File: src/inc/tac_pkg.sv
// tac_pkg: register map, field layout, reset values and modes of the
// timer auxiliary control slice.
// assumes a 10-bit byte address on the register port, word aligned.
package tac_pkg;

	localparam int ADDR_W = 10;
	localparam int DATA_W = 32;
	localparam int CH_NUM = 4;
	localparam int MEM_WORDS = 8;
	localparam int MEM_IDX_W = 3;

	// register byte offsets, first control register at zero
	localparam logic [ADDR_W-1:0] OFF_CTL0 = 10'h000;
	localparam logic [ADDR_W-1:0] OFF_CH0_CV = 10'h034;
	localparam logic [ADDR_W-1:0] OFF_CH3_CV = 10'h040;
	localparam logic [ADDR_W-1:0] OFF_CH0_ADD = 10'h064;
	localparam logic [ADDR_W-1:0] OFF_CH3_ADD = 10'h070;
	localparam logic [ADDR_W-1:0] OFF_AUX_CTRL = 10'h074;
	localparam logic [ADDR_W-1:0] OFF_WDG_PERIOD = 10'h094;
	localparam logic [ADDR_W-1:0] OFF_DMA_CFG = 10'h0E0;
	localparam logic [ADDR_W-1:0] OFF_DMA_WINDOW = 10'h0E4;
	localparam logic [ADDR_W-1:0] OFF_MISC_CFG = 10'h0FC;

	// reset values
	localparam logic [DATA_W-1:0] RST_AUX_CTRL = 32'h0000_0000;
	localparam logic [DATA_W-1:0] RST_WDG_PERIOD = 32'hFFFF_FFFF;
	localparam logic [DATA_W-1:0] RST_DMA_CFG = 32'h0000_0000;
	localparam logic [DATA_W-1:0] RST_MISC_CFG = 32'h0000_0000;

	// writable bits, reserved bits stay at reset value
	localparam logic [DATA_W-1:0] MASK_AUX_CTRL = 32'hF00C_FF00;
	localparam logic [DATA_W-1:0] MASK_DMA_CFG = 32'h0000_3F3F;
	localparam logic [DATA_W-1:0] MASK_MISC_CFG = 32'h0000_0002;

	// field positions
	localparam int CPWM_LSB = 28;
	localparam int DISC_DET_BIT = 19;
	localparam int JUMP_DET_BIT = 18;
	localparam int MPSEL_LSB = 8;
	localparam int MPSEL_W = 2;
	localparam int XFER_CNT_LSB = 8;
	localparam int XFER_CNT_W = 6;
	localparam int START_IDX_LSB = 0;
	localparam int START_IDX_W = 6;
	localparam int SKIP_SAME_BIT = 1;

	// bus timing: request edge to acknowledge, in clk cycles
	localparam int BUS_LATENCY = 2;

	typedef enum logic [1:0] {
		MP_NORMAL = 2'b00,
		MP_UP = 2'b01,
		MP_DOWN = 2'b10,
		MP_BOTH = 2'b11
	} tac_mpsel_e;

	typedef enum logic {
		ST_IDLE = 1'b0,
		ST_EXEC = 1'b1
	} tac_bus_e;

endpackage

File: src/hdl/tac_cmp_store.sv
// tac_cmp_store: preload words of the channel compare and additional
// compare values, one write port, registered read port, all words visible.
// assumes one write per cycle; read shows the value before a same-cycle write.
`timescale 1ns/100ps
module tac_cmp_store #(
	parameter int WORDS = 8,
	parameter int IDX_W = 3,
	parameter int DATA_W = 32
) (
	input wire logic clk,
	input wire logic nrst,
	input wire logic wrEn,
	input wire logic [IDX_W-1:0] wrIdx,
	input wire logic [DATA_W-1:0] wrData,
	input wire logic [IDX_W-1:0] rdIdx,
	output logic [DATA_W-1:0] rdData,
	output logic [WORDS*DATA_W-1:0] words
);

	typedef struct packed {
		logic [WORDS-1:0][DATA_W-1:0] mem;
		logic [DATA_W-1:0] rd;
	} tac_store_s;

	tac_store_s s_q;
	tac_store_s s_d;

	////////////////////////////////////////////////////////////////////////

	always_comb
	begin
		s_d = s_q;
		s_d.rd = s_q.mem[rdIdx];
		if (wrEn)
		begin
			s_d.mem[wrIdx] = wrData;
		end
		if (!nrst)
		begin
			s_d = '0;
		end
	end

	always_ff @(posedge clk)
	begin
		s_q <= s_d;
	end

	assign rdData = s_q.rd;
	assign words = s_q.mem;

endmodule

File: src/hdl/tac_aux_ctrl.sv
// tac_aux_ctrl: timer auxiliary control slice: composite pwm enables,
// match pulse shaping, decoder disconnect watchdog and jump detect,
// dma burst window remap and identical compare write filter.
// assumes one outstanding register request; quadrature inputs already synced.
`timescale 1ns/100ps
module tac_aux_ctrl (
	input wire logic clk,
	input wire logic nrst,
	input wire logic busValid,
	input wire logic busWrite,
	input wire logic [tac_pkg::ADDR_W-1:0] busAddr,
	input wire logic [tac_pkg::DATA_W-1:0] busWdata,
	output logic [tac_pkg::DATA_W-1:0] busRdata,
	output logic busAck,
	input wire logic cntUp,
	input wire logic [tac_pkg::CH_NUM-1:0] matchEvt,
	input wire logic [tac_pkg::CH_NUM-1:0] normalRef,
	input wire logic updateEvt,
	input wire logic [tac_pkg::CH_NUM-1:0] shadowEn,
	input wire logic quadA,
	input wire logic quadB,
	input wire logic disconnectIrqEn,
	input wire logic disconnectFlagClr,
	output logic [tac_pkg::CH_NUM-1:0] compareRef,
	output logic [tac_pkg::CH_NUM-1:0] compositePwmEn,
	output logic [tac_pkg::CH_NUM*tac_pkg::DATA_W-1:0] compareValue,
	output logic [tac_pkg::CH_NUM*tac_pkg::DATA_W-1:0] addCompareValue,
	output logic jumpDetected,
	output logic disconnectFlag,
	output logic disconnectIrq
);

	typedef struct packed {
		tac_pkg::tac_bus_e st;
		logic [tac_pkg::DATA_W-1:0] auxCtrl;
		logic [tac_pkg::DATA_W-1:0] wdgPeriod;
		logic [tac_pkg::DATA_W-1:0] dmaCfg;
		logic [tac_pkg::DATA_W-1:0] miscCfg;
		logic [tac_pkg::XFER_CNT_W-1:0] burstIdx;
		logic pWrite;
		logic [tac_pkg::ADDR_W-1:0] pAddr;
		logic [tac_pkg::DATA_W-1:0] pWdata;
		logic [tac_pkg::DATA_W-1:0] rdata;
		logic ack;
		logic prevA;
		logic prevB;
		logic [tac_pkg::DATA_W-1:0] cntA;
		logic [tac_pkg::DATA_W-1:0] cntB;
		logic flag;
		logic irq;
		logic jump;
		logic [tac_pkg::CH_NUM-1:0] chRef;
		logic [tac_pkg::CH_NUM-1:0][tac_pkg::DATA_W-1:0] cmpSh;
		logic [tac_pkg::CH_NUM-1:0][tac_pkg::DATA_W-1:0] addSh;
	} tac_state_s;

	tac_state_s s_q;
	tac_state_s s_d;

	logic memWrEn;
	logic [tac_pkg::MEM_IDX_W-1:0] memWrIdx;
	logic [tac_pkg::MEM_IDX_W-1:0] memRdIdx;
	logic [tac_pkg::DATA_W-1:0] memRdData;
	logic [tac_pkg::MEM_WORDS*tac_pkg::DATA_W-1:0] memWords;
	logic winHit;
	logic [tac_pkg::ADDR_W-1:0] effAddr;
	logic [3:0] slotReq;
	logic [3:0] slotExec;
	logic edgeA;
	logic edgeB;
	logic toA;
	logic toB;
	logic disEn;
	logic sameSkip;

	////////////////////////////////////////////////////////////////////////
	// helpers

	// {hit, additional, channel} for the compare preload words
	function automatic logic [3:0] memSlot(input logic [tac_pkg::ADDR_W-1:0] a);
		logic [tac_pkg::ADDR_W-1:0] dc;
		logic [tac_pkg::ADDR_W-1:0] da;
		dc = a - tac_pkg::OFF_CH0_CV;
		da = a - tac_pkg::OFF_CH0_ADD;
		memSlot = 4'h0;
		if (a[1:0] == 2'h0 && a >= tac_pkg::OFF_CH0_CV && a <= tac_pkg::OFF_CH3_CV)
		begin
			memSlot = {2'b10, dc[3:2]};
		end
		else if (a[1:0] == 2'h0 && a >= tac_pkg::OFF_CH0_ADD && a <= tac_pkg::OFF_CH3_ADD)
		begin
			memSlot = {2'b11, da[3:2]};
		end
	endfunction

	// window target: start index plus transfer index, in words
	function automatic logic [tac_pkg::ADDR_W-1:0] winAddr(
		input logic [tac_pkg::START_IDX_W-1:0] startIdx,
		input logic [tac_pkg::XFER_CNT_W-1:0] idx
	);
		logic [tac_pkg::START_IDX_W:0] sum;
		sum = {1'b0, startIdx} + {1'b0, idx};
		winAddr = tac_pkg::OFF_CTL0 + {1'b0, sum, 2'b00};
	endfunction

	////////////////////////////////////////////////////////////////////////
	// preload storage

	tac_cmp_store #(
		.WORDS(tac_pkg::MEM_WORDS),
		.IDX_W(tac_pkg::MEM_IDX_W),
		.DATA_W(tac_pkg::DATA_W)
	) u_store (
		.clk(clk),
		.nrst(nrst),
		.wrEn(memWrEn),
		.wrIdx(memWrIdx),
		.wrData(s_q.pWdata),
		.rdIdx(memRdIdx),
		.rdData(memRdData),
		.words(memWords)
	);

	////////////////////////////////////////////////////////////////////////
	// next state

	always_comb
	begin
		s_d = s_q;
		s_d.ack = 1'b0;
		memWrEn = 1'b0;
		winHit = busAddr == tac_pkg::OFF_DMA_WINDOW;
		effAddr = winHit ? winAddr(s_q.dmaCfg[tac_pkg::START_IDX_LSB +: tac_pkg::START_IDX_W],
			s_q.burstIdx) : busAddr;
		slotReq = memSlot(effAddr);
		slotExec = memSlot(s_q.pAddr);
		memRdIdx = slotReq[2:0];
		memWrIdx = slotExec[2:0];
		// only channel compare words are filtered, never the additional ones
		sameSkip = s_q.miscCfg[tac_pkg::SKIP_SAME_BIT] && !slotExec[2]
			&& memRdData == s_q.pWdata;

		unique case (s_q.st)
			tac_pkg::ST_IDLE:
			begin
				if (busValid)
				begin
					s_d.st = tac_pkg::ST_EXEC;
					s_d.pWrite = busWrite;
					s_d.pAddr = effAddr;
					s_d.pWdata = busWdata;
					if (winHit)
					begin
						if (s_q.burstIdx >= s_q.dmaCfg[tac_pkg::XFER_CNT_LSB +: tac_pkg::XFER_CNT_W])
						begin
							s_d.burstIdx = '0;
						end
						else
						begin
							s_d.burstIdx = s_q.burstIdx + 6'h01;
						end
					end
				end
			end
			tac_pkg::ST_EXEC:
			begin
				s_d.st = tac_pkg::ST_IDLE;
				s_d.ack = 1'b1;
				s_d.rdata = '0;
				if (s_q.pWrite)
				begin
					// reserved bits forced back so a careless write stays harmless
					unique case (s_q.pAddr)
						tac_pkg::OFF_AUX_CTRL: s_d.auxCtrl = s_q.pWdata & tac_pkg::MASK_AUX_CTRL;
						tac_pkg::OFF_WDG_PERIOD: s_d.wdgPeriod = s_q.pWdata;
						tac_pkg::OFF_DMA_CFG:
						begin
							s_d.dmaCfg = s_q.pWdata & tac_pkg::MASK_DMA_CFG;
							s_d.burstIdx = '0;
						end
						tac_pkg::OFF_MISC_CFG: s_d.miscCfg = s_q.pWdata & tac_pkg::MASK_MISC_CFG;
						default: memWrEn = slotExec[3] && !sameSkip;
					endcase
				end
				else
				begin
					unique case (s_q.pAddr)
						tac_pkg::OFF_AUX_CTRL: s_d.rdata = s_q.auxCtrl;
						tac_pkg::OFF_WDG_PERIOD: s_d.rdata = s_q.wdgPeriod;
						tac_pkg::OFF_DMA_CFG: s_d.rdata = s_q.dmaCfg;
						tac_pkg::OFF_MISC_CFG: s_d.rdata = s_q.miscCfg;
						default: s_d.rdata = slotExec[3] ? memRdData : '0;
					endcase
				end
			end
		endcase

		// disconnect watchdogs, one per input, each restarted by an edge on its own input
		disEn = s_q.auxCtrl[tac_pkg::DISC_DET_BIT];
		edgeA = quadA ^ s_q.prevA;
		edgeB = quadB ^ s_q.prevB;
		s_d.prevA = quadA;
		s_d.prevB = quadB;
		toA = disEn && !edgeA && s_q.cntA == s_q.wdgPeriod;
		toB = disEn && !edgeB && s_q.cntB == s_q.wdgPeriod;
		if (!disEn || edgeA || toA)
		begin
			s_d.cntA = '0;
		end
		else
		begin
			s_d.cntA = s_q.cntA + 32'h0000_0001;
		end
		if (!disEn || edgeB || toB)
		begin
			s_d.cntB = '0;
		end
		else
		begin
			s_d.cntB = s_q.cntB + 32'h0000_0001;
		end
		// a timeout in the clearing cycle still sets the flag
		s_d.flag = (s_q.flag && !disconnectFlagClr) || toA || toB;
		s_d.irq = s_d.flag && disconnectIrqEn;
		s_d.jump = s_q.auxCtrl[tac_pkg::JUMP_DET_BIT] && edgeA && edgeB;

		// match pulse shaping and shadow copies per channel
		for (int ch = 0; ch < tac_pkg::CH_NUM; ch++)
		begin
			unique case (tac_pkg::tac_mpsel_e'(s_q.auxCtrl[tac_pkg::MPSEL_LSB + 2*ch +: 2]))
				tac_pkg::MP_NORMAL: s_d.chRef[ch] = normalRef[ch];
				tac_pkg::MP_UP: s_d.chRef[ch] = matchEvt[ch] && cntUp;
				tac_pkg::MP_DOWN: s_d.chRef[ch] = matchEvt[ch] && !cntUp;
				tac_pkg::MP_BOTH: s_d.chRef[ch] = matchEvt[ch];
			endcase
			if (!shadowEn[ch] || updateEvt)
			begin
				s_d.cmpSh[ch] = memWords[ch*tac_pkg::DATA_W +: tac_pkg::DATA_W];
			end
			if (!s_q.auxCtrl[tac_pkg::CPWM_LSB + ch])
			begin
				s_d.addSh[ch] = '0;
			end
			else if (!shadowEn[ch] || updateEvt)
			begin
				s_d.addSh[ch] = memWords[(ch+tac_pkg::CH_NUM)*tac_pkg::DATA_W +: tac_pkg::DATA_W];
			end
		end

		if (!nrst)
		begin
			s_d = '0;
			s_d.auxCtrl = tac_pkg::RST_AUX_CTRL;
			s_d.wdgPeriod = tac_pkg::RST_WDG_PERIOD;
			s_d.dmaCfg = tac_pkg::RST_DMA_CFG;
			s_d.miscCfg = tac_pkg::RST_MISC_CFG;
		end
	end

	always_ff @(posedge clk)
	begin
		s_q <= s_d;
	end

	////////////////////////////////////////////////////////////////////////
	// outputs, all straight from state

	assign busRdata = s_q.rdata;
	assign busAck = s_q.ack;
	assign compareRef = s_q.chRef;
	assign compositePwmEn = s_q.auxCtrl[tac_pkg::CPWM_LSB +: tac_pkg::CH_NUM];
	assign compareValue = s_q.cmpSh;
	assign addCompareValue = s_q.addSh;
	assign jumpDetected = s_q.jump;
	assign disconnectFlag = s_q.flag;
	assign disconnectIrq = s_q.irq;
endmodule

File: config.mk
export PLATFORM = sky130hd
export DESIGN_NAME = tac_aux_ctrl
export DESIGN_NICKNAME = d
export VERILOG_FILES = /design/src/inc/tac_pkg.sv /design/src/hdl/tac_cmp_store.sv /design/src/hdl/tac_aux_ctrl.sv
export SDC_FILE = /design/constraint.sdc
export NUM_CORES = 2
export LEC_CHECK = 0
export BUFFER_PORTS_ARGS = -buffer_cell sky130_fd_sc_hd__buf_4
export CAP_MARGIN = 20
export CORE_MARGIN = 8
export CORE_UTILIZATION = 55
export DETAILED_ROUTE_END_ITERATION = 7
export PLACE_DENSITY = 0.87
export SETUP_SLACK_MARGIN = 0.4
export SLEW_MARGIN = 40
export SYNTH_ARGS = -nofsm -noshare
export SYNTH_HDL_FRONTEND = slang
export SYNTH_HIERARCHICAL = 1
export SYNTH_SLANG_ARGS = --single-unit
File: constraint.sdc
create_clock -name clk -period 4.9 [get_ports clk]
set_clock_uncertainty 0.1 [all_clocks]
set_input_delay 0 -clock clk [delete_from_list [all_inputs] [get_ports clk]]
set_output_delay 0 -clock clk [all_outputs]
set_load 0.02 [all_outputs]
==> out/results.tsv <==
metric	value	unit
total core area	62900	um2
Layout area overhead	13.2	%
vias in the first global route	28030	
Rows	92	
RSZ-0062 raised after global routing	no	
Antenna Violating Nets Remaining	0	
WP data required	5270	ps
worst skew pair latency	650	ps
clk buf depth	3	
Num CTS Buffers	77	
Die Footprint	71800	um2
Cells after Synth	4079	
critical path capture point type	register	
crit path buf inv count	5	
status	finished, violations left	
CP arrival	4740	ps
Post-synth EDFFs	0	
Sw Share	22.6	%
Min-Delay Path Class	input port to register	
drt via density	5.85	
Critical Path Fanout Max	31	
Critical Path Sink	u_store/rdData[20]	
CP startpoint kind	register	
Logic pwr share	4.4	%
Peak supply drop	0.000264	V
asr flop ratio synth	0	%
Initial DRC Count	3995	
Setup violations, final	0	
nets	4208	
drc violations	4	
Crit path depth	18	
Post-Synth Adder-Cell Area	1.24	%
syn_nets	4177	
period utilisation layout	89.2	%
worst path cell trace	ha_1 > inv_1 > fa_1 > nor2_1 > nor2_2 > ha_1 > inv_1 > o31ai_1 > nand2_1 > o31a_1 > o31a_1 > nor3b_4 > buf_4 > clkbuf_16 > nand2b_1 > buf_4 > o21ai_1 > a221oi_1	
crit path kind	register to register	
simple-gate share of the synthesized area	19.4	%
max_cap viols	0	
Sink Count	759	
max-slew violations	0	
clock power share	48.4	%
Boundary Pins	364	
cell taking the most area after synthesis	dfxtp_1	
Synth warnings	6	
Internal Power	0.0102	W
dpl hpwl	79000	um
slew margin rel.	38.5	%
worst reg2reg endpoint	u_store/rdData[20]	
Worst path max stage delay	480	ps
Tmin final	4370	ps
Total GRT Usage	30.1	%
share of layout cells above drive strength 1	18.9	%
Starting Density	55.5	%
sequential share of power	47.3	%
fmax	229	MHz
proportion of synthesized area in mux cells	4.11	%
ys flop type	dfxtp_1	
die width	268	um
Hold Fails Final Rpt	0	
Routability Congestion	0.995	
CTS root buf	clkbuf_16	
P_leak	14.0	nW
initial antenna violation count	2	
first-pass GRT wire length	170000	um
#FFs+latches synth	759	
Power Density	333	nW/um2
CP max stage cell	fa_1	
GR Overflow Total	0	
violated checks	design-rule violations	
number of buffers added on ports	363	
Hold WS	28.3	ps
register area share after synthesis	43.5	%
CP startpoint	s_q[405]	
Syn Std Cell Area	34900	um2
Detailed Route WL	113000	um
Reg-to-Reg Start	s_q[405]	
Synth area leaders	dfxtp_1 44%, nand2_1 13%, buf_4 7.6%	
Distinct cells, synth	75	
Net Sw Power	0.00297	W
largest net degree at the start of global routing	119	
die height	268	um
largest family of logic cells by synthesized area	simple AND/OR/NAND/NOR gates	
CTS clk-pin slew, worst paths	60	ps
top cell type's share of synthesized area	43.5	%
Mean Syn Cell Area	8.55	um2
R2R depth	18	
Via Count	29380	
delay-heaviest family, CP	compound AO/OA/AOI/OAI gates	
H-tree Lvls	3	
total negative slack	0	ps
CTS tree	yes	
Worst-Margin Slew	921	ps
WL per Instance	22.5	um
compound-cell area share of the yosys netlist	16.0	%
xor-xnor portion of the synthesized cell area	4.17	%
Detailed Routing Iterations Pass 1	8	
R2R Setup Slk	530	ps
==> cell usage in the layout (no fill, tap or decap), drive strengths merged, types with 28 or more instances in the layout <==
cell         count
inv             79
clkbuf         104
nand3           73
a221oi          32
xnor2           75
mux2            34
a21boi         450
o21ai           52
mux4            32
nor2           115
xor2            91
dfxtp          759
ha              33
buf            440
dlygate4sd3    100
a21oi          151
nand4           28
mux2i           33
nand2         1256
==> power groups by stage <==
stage	registers [W]	clock network, W	logic [W]
2_1_floorplan	0.00636	0	0.000305
3_3_place_gp	0.00636	0	0.000480
3_5_place_dp	0.00636	0	0.000486
4_1_cts	0.00622	0.00639	0.000554
5_1_grt	0.00622	0.00667	0.000603
6_report	0.00622	0.00637	0.000574
==> logic make-up after synthesis <==
family          count (synthesis)
simple gates                 1596
compound gates                759
flops                         759
buf+inv                       666
xor+xnor                      166
mux                            99
fa+ha+maj                      34
==> registers in the layout (all words and copies together) (netlist names), 4 cells and up <==
name and cells:
u_store/words 256, s_q 170, addCompareValue 128, compareValue 128, busRdata 32, u_store/rdData 32
compareRef 4, compositePwmEn 4
==> worst min path at each step <==
| stage | startpoint | to | slack [ps] | depth (start not counted) |
|---|---|---|---|---|
| floorplan | disconnectIrqEn | disconnectIrq | 20 | 1 |
| global placement | disconnectIrqEn | disconnectIrq | 100 | 2 |
| detailed placement | disconnectIrqEn | disconnectIrq | 110 | 2 |
| CTS | quadB | s_q[327] | 10 | 3 |
| global route | quadB | s_q[327] | 40 | 3 |
| finish | quadB | s_q[327] | 30 | 3 |
==> cells in the mapped netlist, types with 17 or more instances <==
cell and count:
buf_4 353, a221oi_2 19, inv_1 76, nand4_1 28, nand2_2 59, xnor2_1 75, nand2_1 1196, buf_2 35
mux4_2 32, xor2_1 91, nor2_1 114, mux2_2 34, nand3_1 73, a22oi_1 17, o21ai_0 50, ha_1 33
a21boi_1 211, a21boi_2 30, clkbuf_1 154, mux2i_1 33, a21oi_1 150, a21boi_0 209, buf_1 29, dfxtp_1 759
a221o_1 20, nor4_1 18
==> tightest hold or removal path: stages <==
cell and delay, ps:
dlygate4sd3_1 530, buf_4 110, and2_1 100
==> per-stage QoR <==
stage	util, %	power [W]	worst slack [ps]	instances	instance area (um2)
after floorplan	-	0.00666	1060	4079	34900
after global placement	56.7	0.00684	749	4772	35600
after detailed placement	56.8	0.00684	657	4774	35700
after CTS	62.7	0.0132	551	5015	39400
after global routing	62.9	0.0135	357	5018	39500
final	62.9	0.0132	528	5019	39500
==> timing repair <==
item,in CTS,in global routing
setup buffers,0,1
resized for setup,0,12
hold endpoints to repair,193,0
hold buffers,100,0
endpoints found under the setup margin,0,32
==> metal layers <==
layer | vias up | global-route usage, % | share of wire, %
li1 | 13206 | - | -
met1 | 13956 | 39.1 | 39
met2 | 1910 | 46.4 | 44
met3 | 304 | 8.95 | 12
met4 | 4 | 12.6 | 4.5
met5 | - | 0 | 0.033
==> cell type report <==
| type | instances | area, um2 |
|---|---|---|
| Antenna cell | 1 | 2.50 |
| Clock buffer | 103 | 2170 |
| Clock inverter | 38 | 568 |
| Fill cell | 5072 | 23300 |
| Inverter | 76 | 285 |
| Multi-Input combinational cell | 2654 | 15800 |
| Sequential cell | 759 | 15200 |
| Tap cell | 846 | 1060 |
| Timing Repair Buffer | 542 | 4390 |
(Power assumes the default switching activity.)
